<file path="src/rtl/rcf_pkg.sv">
package rcf_pkg;

	// Clock and time figures
	localparam int CLK_HZ          = 10_000_000;
	localparam int POWER_UP_DELAY_TIMER_TIME_MS    = 72;
	localparam int POWER_UP_DELAY_TIMER_CYCLES_DEF = POWER_UP_DELAY_TIMER_TIME_MS * (CLK_HZ / 1000);
	localparam int OST_CYCLES_DEF  = 1024;
	localparam int CNT_W           = 32;

	// Register map, byte addresses on a 12-bit Avalon address
	localparam int          ADDR_W         = 12;
	localparam int          CAUSE_INDEX    = 'h8E;
	localparam logic [11:0] ADDR_SEQ_STAT  = 12'h000;
	localparam logic [11:0] ADDR_IRQ_STAT  = 12'h004;
	localparam logic [11:0] ADDR_IRQ_CLEAR = 12'h008;
	localparam logic [11:0] ADDR_IRQ_EN    = 12'h00C;
	localparam logic [11:0] ADDR_CAUSE     = 12'(CAUSE_INDEX * 4);

	// Cause register fields and reset values
	localparam int         CAUSE_BO_BIT  = 0;
	localparam int         CAUSE_POR_BIT = 1;
	localparam logic       BO_FLAG_RST   = 1'h0;
	localparam logic       POR_FLAG_RST  = 1'h0;

	// Event bits, shared by status, clear and enable registers
	localparam int         EV_W          = 4;
	localparam int         EV_BROWNOUT   = 0;
	localparam int         EV_TIMEOUT    = 1;
	localparam int         EV_RELEASE    = 2;
	localparam int         EV_CLEAR_PIN  = 3;
	localparam logic [3:0] EV_RST        = 4'h0;

	// Oscillator configurations
	typedef enum logic [2:0] {
		OSC_LP,
		OSC_XT,
		OSC_HS,
		OSC_EXT_CLOCK,
		OSC_RC,
		OSC_INTERNAL
	} rcf_osc_mode_t;

	// Configuration word fields, static while running
	typedef struct packed {
		logic          brownout_detector_enable;
		logic          power_up_delay_enable_n;
		rcf_osc_mode_t osc_mode;
	} rcf_cfg_t;

	// Sequencer states
	typedef enum logic [1:0] {
		SEQ_HOLD,
		SEQ_POWER_UP_DELAY_TIMER,
		SEQ_OST,
		SEQ_RUN
	} rcf_seq_t;

	// Crystal modes need settling time; driven clocks do not
	function automatic logic rcf_needs_settle(input rcf_osc_mode_t m);
		return (m == OSC_LP) || (m == OSC_XT) || (m == OSC_HS);
	endfunction : rcf_needs_settle

endpackage : rcf_pkg

</file>
<file path="src/rtl/rcf_reset_seq.sv">
`timescale 1ns/1ns

// Contract
// - Power-up delay after pulse, then oscillator settle
// - Delay by oscillator mode; none if external, disabled
// - Delays run regardless of external clear pin
// - Expired delays: run immediately on clear release
// - Brown-out flag bit 0, cleared by brown-out
// - Brown-out flag meaningless when detector disabled
// - Power-on flag bit 1, zeroed only by power-on
// - Power-up delay holds reset 72 ms
// - Brown-out during delay restarts the delay
// - Detector enable bit switches brown-out detection
module rcf_reset_seq
	import rcf_pkg::*;
#(
	parameter int POWER_UP_DELAY_TIMER_CYCLES = POWER_UP_DELAY_TIMER_CYCLES_DEF,
	parameter int OST_CYCLES  = OST_CYCLES_DEF
) (
	// Clock and power-on reset
	input  wire logic              clk,
	input  wire logic              rst_n,
	// Reset sources, asynchronous pins
	input  wire logic              power_on_pulse,
	input  wire logic              brownout_detect,
	input  wire logic              external_clear_n,
	// Configuration word
	input  wire rcf_cfg_t          cfg,
	// Core reset and status
	output logic                   core_reset_n,
	output logic                   timeouts_expired,
	output logic                   irq,
	// Avalon-MM slave
	input  wire logic [ADDR_W-1:0] avs_address,
	input  wire logic              avs_read,
	input  wire logic              avs_write,
	input  wire logic [31:0]       avs_writedata,
	input  wire logic [3:0]        avs_byteenable,
	output logic [31:0]            avs_readdata,
	output logic                   avs_waitrequest
);

	// Synchroniser stages
	logic            por_meta_reg;
	logic            por_sync_reg;
	logic            bo_meta_reg;
	logic            bo_sync_reg;
	logic            clr_meta_reg;
	logic            clr_sync_reg;

	// Sequencer
	rcf_seq_t        seq_reg;
	rcf_seq_t        seq_next;
	logic [CNT_W-1:0] cnt_reg;
	logic [CNT_W-1:0] cnt_next;
	logic            bo_active;
	logic            bo_prev_reg;
	logic            clr_prev_reg;

	// Registers
	logic            bo_flag_n_reg;
	logic            por_flag_n_reg;
	logic [EV_W-1:0] ev_stat_reg;
	logic [EV_W-1:0] ev_en_reg;
	logic [EV_W-1:0] ev_set;
	logic            core_reset_n_next;

	// Bus handshake
	logic            bus_take;
	logic            wr_take;

	// Register map seen by software, byte addresses:
	//   sequencer status  - read only, live view of the chain
	//     bits 1:0  current stage of the delay chain
	//     bit  2    every delay stage has run out
	//     bit  3    core released from reset
	//     bit  4    qualified brown-out seen right now
	//     bit  5    synchronised level of the clear pin
	//   event status      - read only, sticky event bits
	//   event clear       - write only, ones clear status bits
	//   event enable      - read and write, masks the interrupt
	//   cause flags       - read and write, two active-low flags
	// Event bits, same layout in status, clear and enable:
	//   bit 0  brown-out became active
	//   bit 1  delay chain reached the run stage
	//   bit 2  core reset released
	//   bit 3  clear pin fell
	// Unmapped reads return zero and unmapped writes vanish, so
	// software that probes the map never disturbs the chain.

	// Pin inputs are asynchronous to the oscillator clock.
	// Two flops per pin keep metastability out of the chain.
	// The cost is two cycles of latency on every pin, which is
	// far below any delay the chain itself applies.
	// Power-on pulse syncs reset to the active level so the
	// chain cannot start before the pulse is seen to end.
	// Two flops per pin; only the second stage is read by logic
	always_ff @(posedge clk or negedge rst_n) begin
		if (!rst_n) begin
			por_meta_reg <= 1'h1;
			por_sync_reg <= 1'h1;
			bo_meta_reg  <= 1'h0;
			bo_sync_reg  <= 1'h0;
			clr_meta_reg <= 1'h0;
			clr_sync_reg <= 1'h0;
		end else begin
			por_meta_reg <= power_on_pulse;
			por_sync_reg <= por_meta_reg;
			bo_meta_reg  <= brownout_detect;
			bo_sync_reg  <= bo_meta_reg;
			clr_meta_reg <= external_clear_n;
			clr_sync_reg <= clr_meta_reg;
		end
	end

	// Detector output counts only when the enable bit is set
	assign bo_active = bo_sync_reg && cfg.brownout_detector_enable;

	// Delay chain overview:
	//   hold   - waits for the power-on pulse to end
	//   power  - optional power-up delay, one shared counter
	//   settle - crystal settling, skipped for driven clocks
	//   run    - all delays done, core may leave reset
	// One counter serves both timed stages; it is cleared on
	// every stage change so each stage counts from zero.
	// A qualified brown-out sends the chain back to hold from
	// any stage, so a dip during the power-up delay restarts
	// the whole chain instead of resuming a partial count.
	// The clear pin is deliberately kept out of this logic: the
	// delays run out while the pin is low, and release then
	// follows the pin alone.
	// Next state of the delay chain; the clear pin never enters here
	always_comb begin
		seq_next = seq_reg;
		cnt_next = cnt_reg;
		if (bo_active) begin
			// Brown-out drops back to hold and re-arms the delay
			seq_next = SEQ_HOLD;
			cnt_next = '0;
		end else begin
			unique case (seq_reg)
				SEQ_HOLD: begin
					// Delay starts only once the power-on pulse is gone
					if (!por_sync_reg) begin
						cnt_next = '0;
						if (!cfg.power_up_delay_enable_n)
							seq_next = SEQ_POWER_UP_DELAY_TIMER;
						else if (rcf_needs_settle(cfg.osc_mode))
							seq_next = SEQ_OST;
						else
							seq_next = SEQ_RUN;
					end
				end
				SEQ_POWER_UP_DELAY_TIMER: begin
					if (cnt_reg == CNT_W'(POWER_UP_DELAY_TIMER_CYCLES - 1)) begin
						cnt_next = '0;
						// Settle follows only after the full power-up delay
						seq_next = rcf_needs_settle(cfg.osc_mode) ? SEQ_OST : SEQ_RUN;
					end else begin
						cnt_next = cnt_reg + CNT_W'(1);
					end
				end
				SEQ_OST: begin
					if (cnt_reg == CNT_W'(OST_CYCLES - 1)) begin
						cnt_next = '0;
						seq_next = SEQ_RUN;
					end else begin
						cnt_next = cnt_reg + CNT_W'(1);
					end
				end
				SEQ_RUN: begin
					cnt_next = '0;
				end
			endcase
		end
	end

	// Sequencer state and counter
	always_ff @(posedge clk or negedge rst_n) begin
		if (!rst_n) begin
			seq_reg <= SEQ_HOLD;
			cnt_reg <= '0;
		end else begin
			seq_reg <= seq_next;
			cnt_reg <= cnt_next;
		end
	end

	// Core runs when every stage is done and the clear pin is high
	assign core_reset_n_next = (seq_next == SEQ_RUN) && clr_sync_reg;

	// Registered outputs of the sequencer
	always_ff @(posedge clk or negedge rst_n) begin
		if (!rst_n) begin
			core_reset_n     <= 1'h0;
			timeouts_expired <= 1'h0;
		end else begin
			core_reset_n     <= core_reset_n_next;
			timeouts_expired <= (seq_next == SEQ_RUN);
		end
	end

	// Edge history for event detection
	always_ff @(posedge clk or negedge rst_n) begin
		if (!rst_n) begin
			bo_prev_reg  <= 1'h0;
			clr_prev_reg <= 1'h0;
		end else begin
			bo_prev_reg  <= bo_active;
			clr_prev_reg <= clr_sync_reg;
		end
	end

	// One-cycle events feeding the sticky status
	always_comb begin
		ev_set               = '0;
		ev_set[EV_BROWNOUT]  = bo_active && !bo_prev_reg;
		ev_set[EV_TIMEOUT]   = (seq_next == SEQ_RUN) && (seq_reg != SEQ_RUN);
		ev_set[EV_RELEASE]   = core_reset_n_next && !core_reset_n;
		ev_set[EV_CLEAR_PIN] = clr_prev_reg && !clr_sync_reg;
	end

	// Bus timing: waitrequest idles high and drops for one cycle
	// after the first edge that sees a request. The request is
	// taken at the following edge, so every access costs two
	// cycles. Read data is loaded in the wait cycle and holds
	// until the next read, so the master may sample it at the
	// accept edge. Only byte lane 0 carries register bits; a
	// write with that lane disabled changes nothing.
	// Bus request is accepted on the edge where waitrequest is low
	assign bus_take = (avs_read || avs_write) && !avs_waitrequest;
	assign wr_take  = bus_take && avs_write && avs_byteenable[0];

	// Brown-out flag: hardware clear beats a software write
	always_ff @(posedge clk or negedge rst_n) begin
		if (!rst_n) begin
			bo_flag_n_reg <= BO_FLAG_RST;
		end else if (bo_active) begin
			bo_flag_n_reg <= 1'h0;
		end else if (wr_take && avs_address == ADDR_CAUSE) begin
			bo_flag_n_reg <= avs_writedata[CAUSE_BO_BIT];
		end
	end

	// Power-on flag: only the power-on reset forces it low
	always_ff @(posedge clk or negedge rst_n) begin
		if (!rst_n) begin
			por_flag_n_reg <= POR_FLAG_RST;
		end else if (wr_take && avs_address == ADDR_CAUSE) begin
			por_flag_n_reg <= avs_writedata[CAUSE_POR_BIT];
		end
	end

	// Cause flags are active low. Software writes ones after a
	// power-on and later reads a zero to learn the reset cause.
	// With the detector disabled the brown-out flag is left to
	// software alone and carries no meaning.
	// Sticky event status; a new event wins over a clear
	always_ff @(posedge clk or negedge rst_n) begin
		if (!rst_n) begin
			ev_stat_reg <= EV_RST;
		end else if (wr_take && avs_address == ADDR_IRQ_CLEAR) begin
			ev_stat_reg <= (ev_stat_reg & ~avs_writedata[EV_W-1:0]) | ev_set;
		end else begin
			ev_stat_reg <= ev_stat_reg | ev_set;
		end
	end

	// Event enable mask
	always_ff @(posedge clk or negedge rst_n) begin
		if (!rst_n) begin
			ev_en_reg <= EV_RST;
		end else if (wr_take && avs_address == ADDR_IRQ_EN) begin
			ev_en_reg <= avs_writedata[EV_W-1:0];
		end
	end

	// The interrupt is a registered level so the output comes
	// straight from a flop; it lags status by one cycle, which
	// software never sees through the two-cycle bus.
	// Level interrupt, one cycle behind the status it reflects
	always_ff @(posedge clk or negedge rst_n) begin
		if (!rst_n) begin
			irq <= 1'h0;
		end else begin
			irq <= |(ev_stat_reg & ev_en_reg);
		end
	end

	// One wait state: waitrequest drops for exactly the accept edge
	always_ff @(posedge clk or negedge rst_n) begin
		if (!rst_n) begin
			avs_waitrequest <= 1'h1;
		end else begin
			avs_waitrequest <= !((avs_read || avs_write) && avs_waitrequest);
		end
	end

	// Read data loaded while waitrequest is high; unmapped reads as zero
	always_ff @(posedge clk or negedge rst_n) begin
		if (!rst_n) begin
			avs_readdata <= '0;
		end else if (avs_read && avs_waitrequest) begin
			unique case (avs_address)
				ADDR_SEQ_STAT:
					avs_readdata <= {26'h0, clr_sync_reg, bo_active, core_reset_n, timeouts_expired,
						seq_reg};
				ADDR_IRQ_STAT:
					avs_readdata <= {28'h0, ev_stat_reg};
				ADDR_IRQ_EN:
					avs_readdata <= {28'h0, ev_en_reg};
				ADDR_CAUSE:
					avs_readdata <= {30'h0, por_flag_n_reg, bo_flag_n_reg};
				default:
					avs_readdata <= '0;
			endcase
		end
	end

endmodule : rcf_reset_seq

</file>
<file path="config.mk">
export PLATFORM = sky130hd
export DESIGN_NAME = rcf_reset_seq
export DESIGN_NICKNAME = d
export VERILOG_FILES = /design/src/rtl/rcf_pkg.sv /design/src/rtl/rcf_reset_seq.sv
export SDC_FILE = /design/constraint.sdc
export NUM_CORES = 1
export LEC_CHECK = 0
export ABC_CLOCK_PERIOD_IN_PS = 2400
export BUFFER_PORTS_ARGS = -buffer_cell sky130_fd_sc_hd__buf_2
export CAP_MARGIN = 10
export CELL_PAD_IN_SITES_DETAIL_PLACEMENT = 1
export CELL_PAD_IN_SITES_GLOBAL_PLACEMENT = 1
export CORE_ASPECT_RATIO = 1.75
export CORE_MARGIN = 2
export CORE_UTILIZATION = 35
export DETAILED_ROUTE_END_ITERATION = 10
export PLACE_DENSITY_LB_ADDON = 0.1
export SYNTH_ARGS = -nofsm -noshare
export SYNTH_HDL_FRONTEND = slang
export SYNTH_SLANG_ARGS = --single-unit
</file>
<file path="constraint.sdc">
create_clock -name clk -period 2.4 [get_ports clk]
set_input_delay 0.48 -clock clk [delete_from_list [all_inputs] [get_ports clk]]
set_output_delay 0.48 -clock clk [all_outputs]
set_load 0.02 [all_outputs]
</file>
==> impl_metrics.csv, run 1 <==
group,metric,value,unit
floorplan,die_w,78.7,µm
yosys,synth.area.mux_share,2.53,%
yosys,avgSynthCellArea,9.51,µm²
setup_path,critPathBufInv,1,
timing,slew_violations,0,
timing,setup_slack,-0.0949,ns
route,num_vias,3047,
pwr,internal_power,2.59,mW
clocking,cts_num_sinks,62,
cells_and_area,drive_gt1_share,32.8,%
timing,fmax,401,MHz
route,finalWirelength,10.1,mm
place,gp_routability_congestion,0.792,
cells_and_area,n_antenna_cell,0,
timing,setup_viol,7,
pwr,p_sw_share,31.3,%
clocking,cts_tree,"done",
pwr,p_sw,1.18,mW
global_route,grt_pass1_wl,16.1,mm
yosys,synth_area_leaders,"dfrtp_1, buf_4, nand2_1",
place,placement.cell_area,0.00401,mm²
timing,period_share,104,%
setup_path,rr_startpoint,"cnt_reg[9]",
timing,tightest_slew,0.499,ns
clocking,cts_max_level,3,
global_route,gr-total-overflow,0,
cells_and_area,multi_input_comb_area,0.00185,mm²
setup_path,r2r_cells,7,
yosys,synth-simple-area-share,23.3,%
pwr,power_frac_seq,30.3,%
floorplan,initial_core_util,36.1,%
setup_path,r2r-end,"ev_stat_reg[2]",
setup_path,startpoint_type,"register",
pwr,power-per-cell-area,819,mW/mm²
route,wl_per_cell,17.3,µm
setup_path,endpoint_kind,"register",
yosys,synth_seq_cells,62,
route,viasPerCell,5.21,
route,ant_nets,0,
setup_path,critPathKind,"register to register",
setup_path,path_cells,"or4b_4 > or4_4 > buf_6 > or4_4 > and3_4 > a2bb2oi_4 > a32o_1",
place,dp_slack,-0.179,ns
setup_path,cpMostUsedCell,"or4_4",
place,place_hpwl,7.46,mm
cells_and_area,final_nets,523,
yosys,synth_compound_area_share,14.7,%
floorplan,core_region_area,0.00947,mm²
yosys,synth_async_sr_flop_share,100,%
yosys,synth_adder_area_share,1.83,%
status,violations,"setup timing",
setup_path,required,2.68,ns
cells_and_area,syn_to_final_growth,34.6,%
pwr,total_power,3.76,mW
pwr,pwr-share-comb,29.3,%
route,drc_errors,0,
global_route,grt_max_degree,63,
setup_path,r2r_setup_slack,-0.09,ns
timing,min_period,2.49,ns
yosys,synth.distinct_cells,57,
setup_path,path_delay_family,"simple AND/OR/NAND/NOR gates",
yosys,yosysTopAreaCell,"dfrtp_1",
yosys,yosys_warnings,0,
clocking,clk_pin_slew,0.06,ns
yosys,synth_area,0.00342,mm²
setup_path,crit_slowest_cell,"or4b_4",
floorplan,die_y,135,µm
pwr,p_leak,2.11,nW
setup_path,cp_max_fo,3,
yosys,ys_seq_area_share,45.5,%
pwr,clockPowerShare,40.4,%
min_path,hold_path.class,"input port to asynchronous set/reset pin",
yosys,postSynthCellCount,359,
cells_and_area,fin_util,48.6,%
place,portBuffers,38,
global_route,grt_pass1_vias,3286,
route,drt_pass1_iterations,4,
timing,finClkSkew,0.00932,ns
yosys,synth_edf_count,0,
yosys,synth_top_area_share,43.2,%
global_route,antenna_found_initial,0,
clocking,cts_root_buf,"clkbuf_16",
cells_and_area,regArea,0.00156,mm²
yosys,synth_top_family_by_area,"simple AND/OR/NAND/NOR gates",
cells_and_area,fillers,1104,
timing,hold_viol_final,0,
pwr,peakVddDrop,0.000363,V
floorplan,num_rows,47,
setup_path,critPathMaxStageDelay,0.54,ns
clocking,cts_buffers,9,
clocking,clock_latency,0.34,ns
yosys,synthXorXnorAreaFrac,4.36,%
timing,grt_setup_unrepaired,"true",
timing,max_slew_margin,66.4,%
place,dp_cells,561,
flow_run,maxCapViolCount,0,
floorplan,io_pins,96,
global_route,grt_use_total,20.1,%
setup_path,cp.arrival,2.78,ns
cells_and_area,final_cell_area,0.00460,mm²
floorplan,dieArea,0.0106,mm²
status,status,"finished, violations left",
cells_and_area,largest_reg_flops,32,
route,drt_iter0_drc,117,
cells_and_area,instances_no_fill,585,
yosys,ys.flop_type,"dfrtp_1",
clocking,cts.path.max_buffers,2,
power groups by stage:
stage	registers [mW]	logic, mW	clock network, mW
finish	1.14	1.10	1.52
global route	1.15	1.19	1.59
CTS	1.14	1.00	1.56
detailed placement	1.16	0.853	0
global placement	1.16	0.842	0
floorplan	1.16	0.557	0
worst max-delay path by stage:
stage                     startpoint             end  slack (ns)  cells past startpoint
final                     cnt_reg[9]  ev_stat_reg[2]       -0.09                      7
after floorplan           cnt_reg[7]      cnt_reg[5]       -0.01                      7
after CTS                 cnt_reg[9]      cnt_reg[2]       -0.14                      8
after global routing      cnt_reg[9]  ev_stat_reg[2]       -0.16                      7
after detailed placement  cnt_reg[7]      cnt_reg[6]       -0.18                      6
after global placement    cnt_reg[7]      cnt_reg[6]       -0.13                      6
cells in the final DEF (no fill, tap or decap), types with 4 or more instances in the layout:
master / count
o21ai_2: 6
ha_1: 5
nor4_1: 7
mux2_2: 5
o21ai_0: 13
nor3_1: 8
o21ai_1: 4
conb_1: 26
and3_1: 5
buf_6: 7
inv_1: 10
buf_4: 45
nor2_2: 5
clkbuf_16: 9
nor2_1: 28
and2_1: 6
and4_1: 4
a22o_1: 7
a21o_1: 4
nand2_1: 41
a21oi_1: 6
buf_2: 38
nand4_1: 9
xor2_1: 15
nand3_1: 16
nand2b_1: 4
dfrtp_1: 59
metrics by stage:
step / setup TNS, ns / hold WS, ns
2_1_floorplan: -0.0100 / 0.184
3_3_place_gp: -1.30 / 0.335
3_5_place_dp: -2.80 / 0.340
4_1_cts: -2.86 / 0.162
5_1_grt: -1.76 / 0.170
6_report: -0.240 / 0.153
cell usage after synthesis, types with 9 or more instances:
master   number
inv_1        10
o21ai_0      14
nand4_1       9
dfrtp_1      59
nand3_1      17
nor3_1        9
buf_4        26
o21ai_1       9
xor2_1       15
nor4_1       10
nand2_1      42
nor2_1       35
cell families after synthesis:
kind of cell	Yosys count
and+or+nand+nor	156
AOI/OAI and AO/OA	69
DFF	62
buffers and inverters	41
xor gates and xnor gates	17
muxes	8
adders and majority gates	5
other	1
per-layer routing:
metal	part of all wire (%)	up-vias	wire length (µm)	global-route usage (%)
met5	0	-	0	0
met4	3.3	0	334	8.09
met3	3.3	21	331	3.94
met2	60	71	6100	41.5
met1	33	1501	3350	18.2
li1	-	1454	-	-
final cells by class:
class | instances | area share (%)
timing repair buffer | 93 | 14.3
inverter | 10 | 0.816
clock buffer | 9 | 4.90
tap | 122 | 3.32
clock inverter | 7 | 2.64
multi-input combinational | 282 | 40.2
sequential | 62 | 33.8
repair_timing:
| item | in CTS | in global routing |
|---|---|---|
| setup endpoints to repair | 34 | 37 |
| buffers inserted | 5 | 3 |
| resized for setup | 18 | 25 |
| cloned | 1 | 0 |
| hold buffers | 0 | 0 |
| pin swaps | 22 | 11 |
Note: power is estimated with default switching activity, not from simulation.
==> inputs of run 2 (changes only) <==
==> constraint.sdc (replaced) <==
create_clock -name clk -period 2.4 [get_ports clk]
set_input_delay 0.36 -clock clk [delete_from_list [all_inputs] [get_ports clk]]
set_output_delay 0.36 -clock clk [all_outputs]
set_load 0.02 [all_outputs]
==> impl_metrics.csv, run 2 (synthesis gave the netlist of run 1 again) <==
group,metric,value,unit
clocking,hold_buffers,0,
global_route,grt_use_total,20.0,%
global_route,antenna_found_initial,0,
timing,hold_viol_final,0,
pwr,peakVddDrop,0.000399,V
route,wl_per_cell,16.9,µm
timing,tns,-1.90,ns
timing,min_period,2.51,ns
global_route,grt_pass1_wl,16.0,mm
cells_and_area,n_antenna_cell,0,
floorplan,initial_core_util,36.1,%
clocking,cts_buffers,9,
cells_and_area,final_common_cell,"dfrtp_1",
route,met1_length,3.31,mm
timing,fmax,399,MHz
pwr,total_power,3.58,mW
setup_path,endpoint_kind,"register",
floorplan,io_pins,96,
global_route,grt_pass1_vias,3210,
pwr,power-per-cell-area,791,mW/mm²
clocking,cts_max_level,3,
flow_run,maxCapViolCount,0,
floorplan,die_y,135,µm
cells_and_area,final_cell_area,0.00453,mm²
timing,finClkSkew,0.00533,ns
floorplan,dieArea,0.0106,mm²
clocking,clk_pin_slew,0.06,ns
place,portBuffers,38,
clocking,cts_root_buf,"clkbuf_16",
setup_path,cp_max_fo,5,
route,ant_nets,0,
pwr,p_leak,2.07,nW
setup_path,required,2.62,ns
status,violations,"setup timing",
clocking,cts_tree,"done",
route,drc_errors,0,
cells_and_area,instances_no_fill,581,
place,dp_cells,560,
timing,setup_viol,31,
floorplan,die_w,78.7,µm
route,finalWirelength,9.85,mm
route,drt_pass1_iterations,4,
place,place_hpwl,7.45,mm
route,num_vias,3003,
timing,slew_violations,0,
setup_path,cp.arrival,2.73,ns
route,wl_met3,328,µm
cells_and_area,final_cell_mix,"dfrtp_1, buf_4, nand2_1, buf_2, nor2_1",
place,placement.cell_area,0.00401,mm²
global_route,gr-total-overflow,0,
floorplan,num_rows,47,
global_route,grt_max_degree,63,
clocking,cts_num_sinks,62,
status,status,"finished, violations left",
cells_and_area,final_nets,519,
timing,period_share,104,%
route,drt_iter0_drc,97,
cells_and_area,syn_to_final_growth,32.6,%
route,viasPerCell,5.17,
timing,setup_slack,-0.106,ns
clocking,cts.path.max_buffers,2,
floorplan,core_region_area,0.00947,mm²
route,dr_wl_met2,5.96,mm
place,gp_routability_congestion,0.779,
cells_and_area,largest_reg_flops,32,
clocking,clock_latency,0.34,ns
setup_path,startpoint_type,"register",
setup_path,critPathKind,"register to register",
min_path,hold_path.class,"input port to asynchronous set/reset pin",
route,routed.top_layer,"met4",
timing,grt_setup_unrepaired,"true",
cells_and_area,drive_gt1_share,31.2,%
## run 2: cell types whose count changed in the layout (fill, tap and decap cells not counted), moves of 2 or more
| cell | previous run | this run |
|---|---|---|
| buf_4 | 45 | 42 |
| nor4_2 | 3 | 0 |
| nor2_2 | 5 | 3 |
| nor4_1 | 7 | 9 |
## run 2: metal layers
layer	GRT usage [%]	vias to the layer above
li1	-	1442
met1	19.1	1492
met2	39.8	54
met3	3.54	15
met4	9.26	0
met5	0	-
## run 2: repair_timing
action | CTS | global route
setup endpoints to repair | 33 | 36
cloned | 1 | 0
pin swaps | 17 | 5
resized for setup | 21 | 17
setup buffers | 4 | 1
## run 2: where the power goes
part | switching, mW | internal [mW] | total [mW]
Combinational | 0.610 | 0.430 | 1.04
Clock | 0.492 | 0.911 | 1.40
Sequential | 0.0442 | 1.10 | 1.14
## run 2: worst max-delay path, stage by stage, from the launching register on
cell     delay, ns
dfrtp_1       0.37
or4b_4        0.54
or4_4         0.52
o41ai_4       0.25
buf_4         0.20
a21oi_4       0.10
a21o_1        0.19
a22o_1        0.22
## run 2: final cells by class
cell class | instances | area (µm²)
timing repair buffer | 89 | 623
sequential | 62 | 1560
fill | 1093 | 4940
inverter | 10 | 37.5
clock buffer | 9 | 225
multi-input combinational | 282 | 1840
tap | 122 | 153
clock inverter | 7 | 98.8
## run 2: path summary, 6_finish.rpt
kind | start | cells after the start | slack, ns | endpoint
max reg2reg | cnt_reg[7] | 7 | -0.11 | cnt_reg[5]
max in group asynchronous | rst_n | 2 | 2.04 | avs_waitrequest
min reg2reg | bo_meta_reg | 0 | 0.35 | bo_sync_reg
min | rst_n | 2 | 0.03 | bo_meta_reg
min in group clk | power_on_pulse | 1 | 0.12 | por_meta_reg
max | cnt_reg[7] | 7 | -0.11 | cnt_reg[5]
## run 2: stage by stage
step | hold WS (ns) | worst slack (ns) | utilization, %
floorplan | 0.0644 | -0.0100 | -
global placement | 0.336 | -0.122 | 42.3
detailed placement | 0.338 | -0.160 | 42.3
CTS | 0.0368 | -0.0869 | 47.0
global route | 0.0535 | -0.190 | 47.8
finish | 0.0268 | -0.106 | 47.8
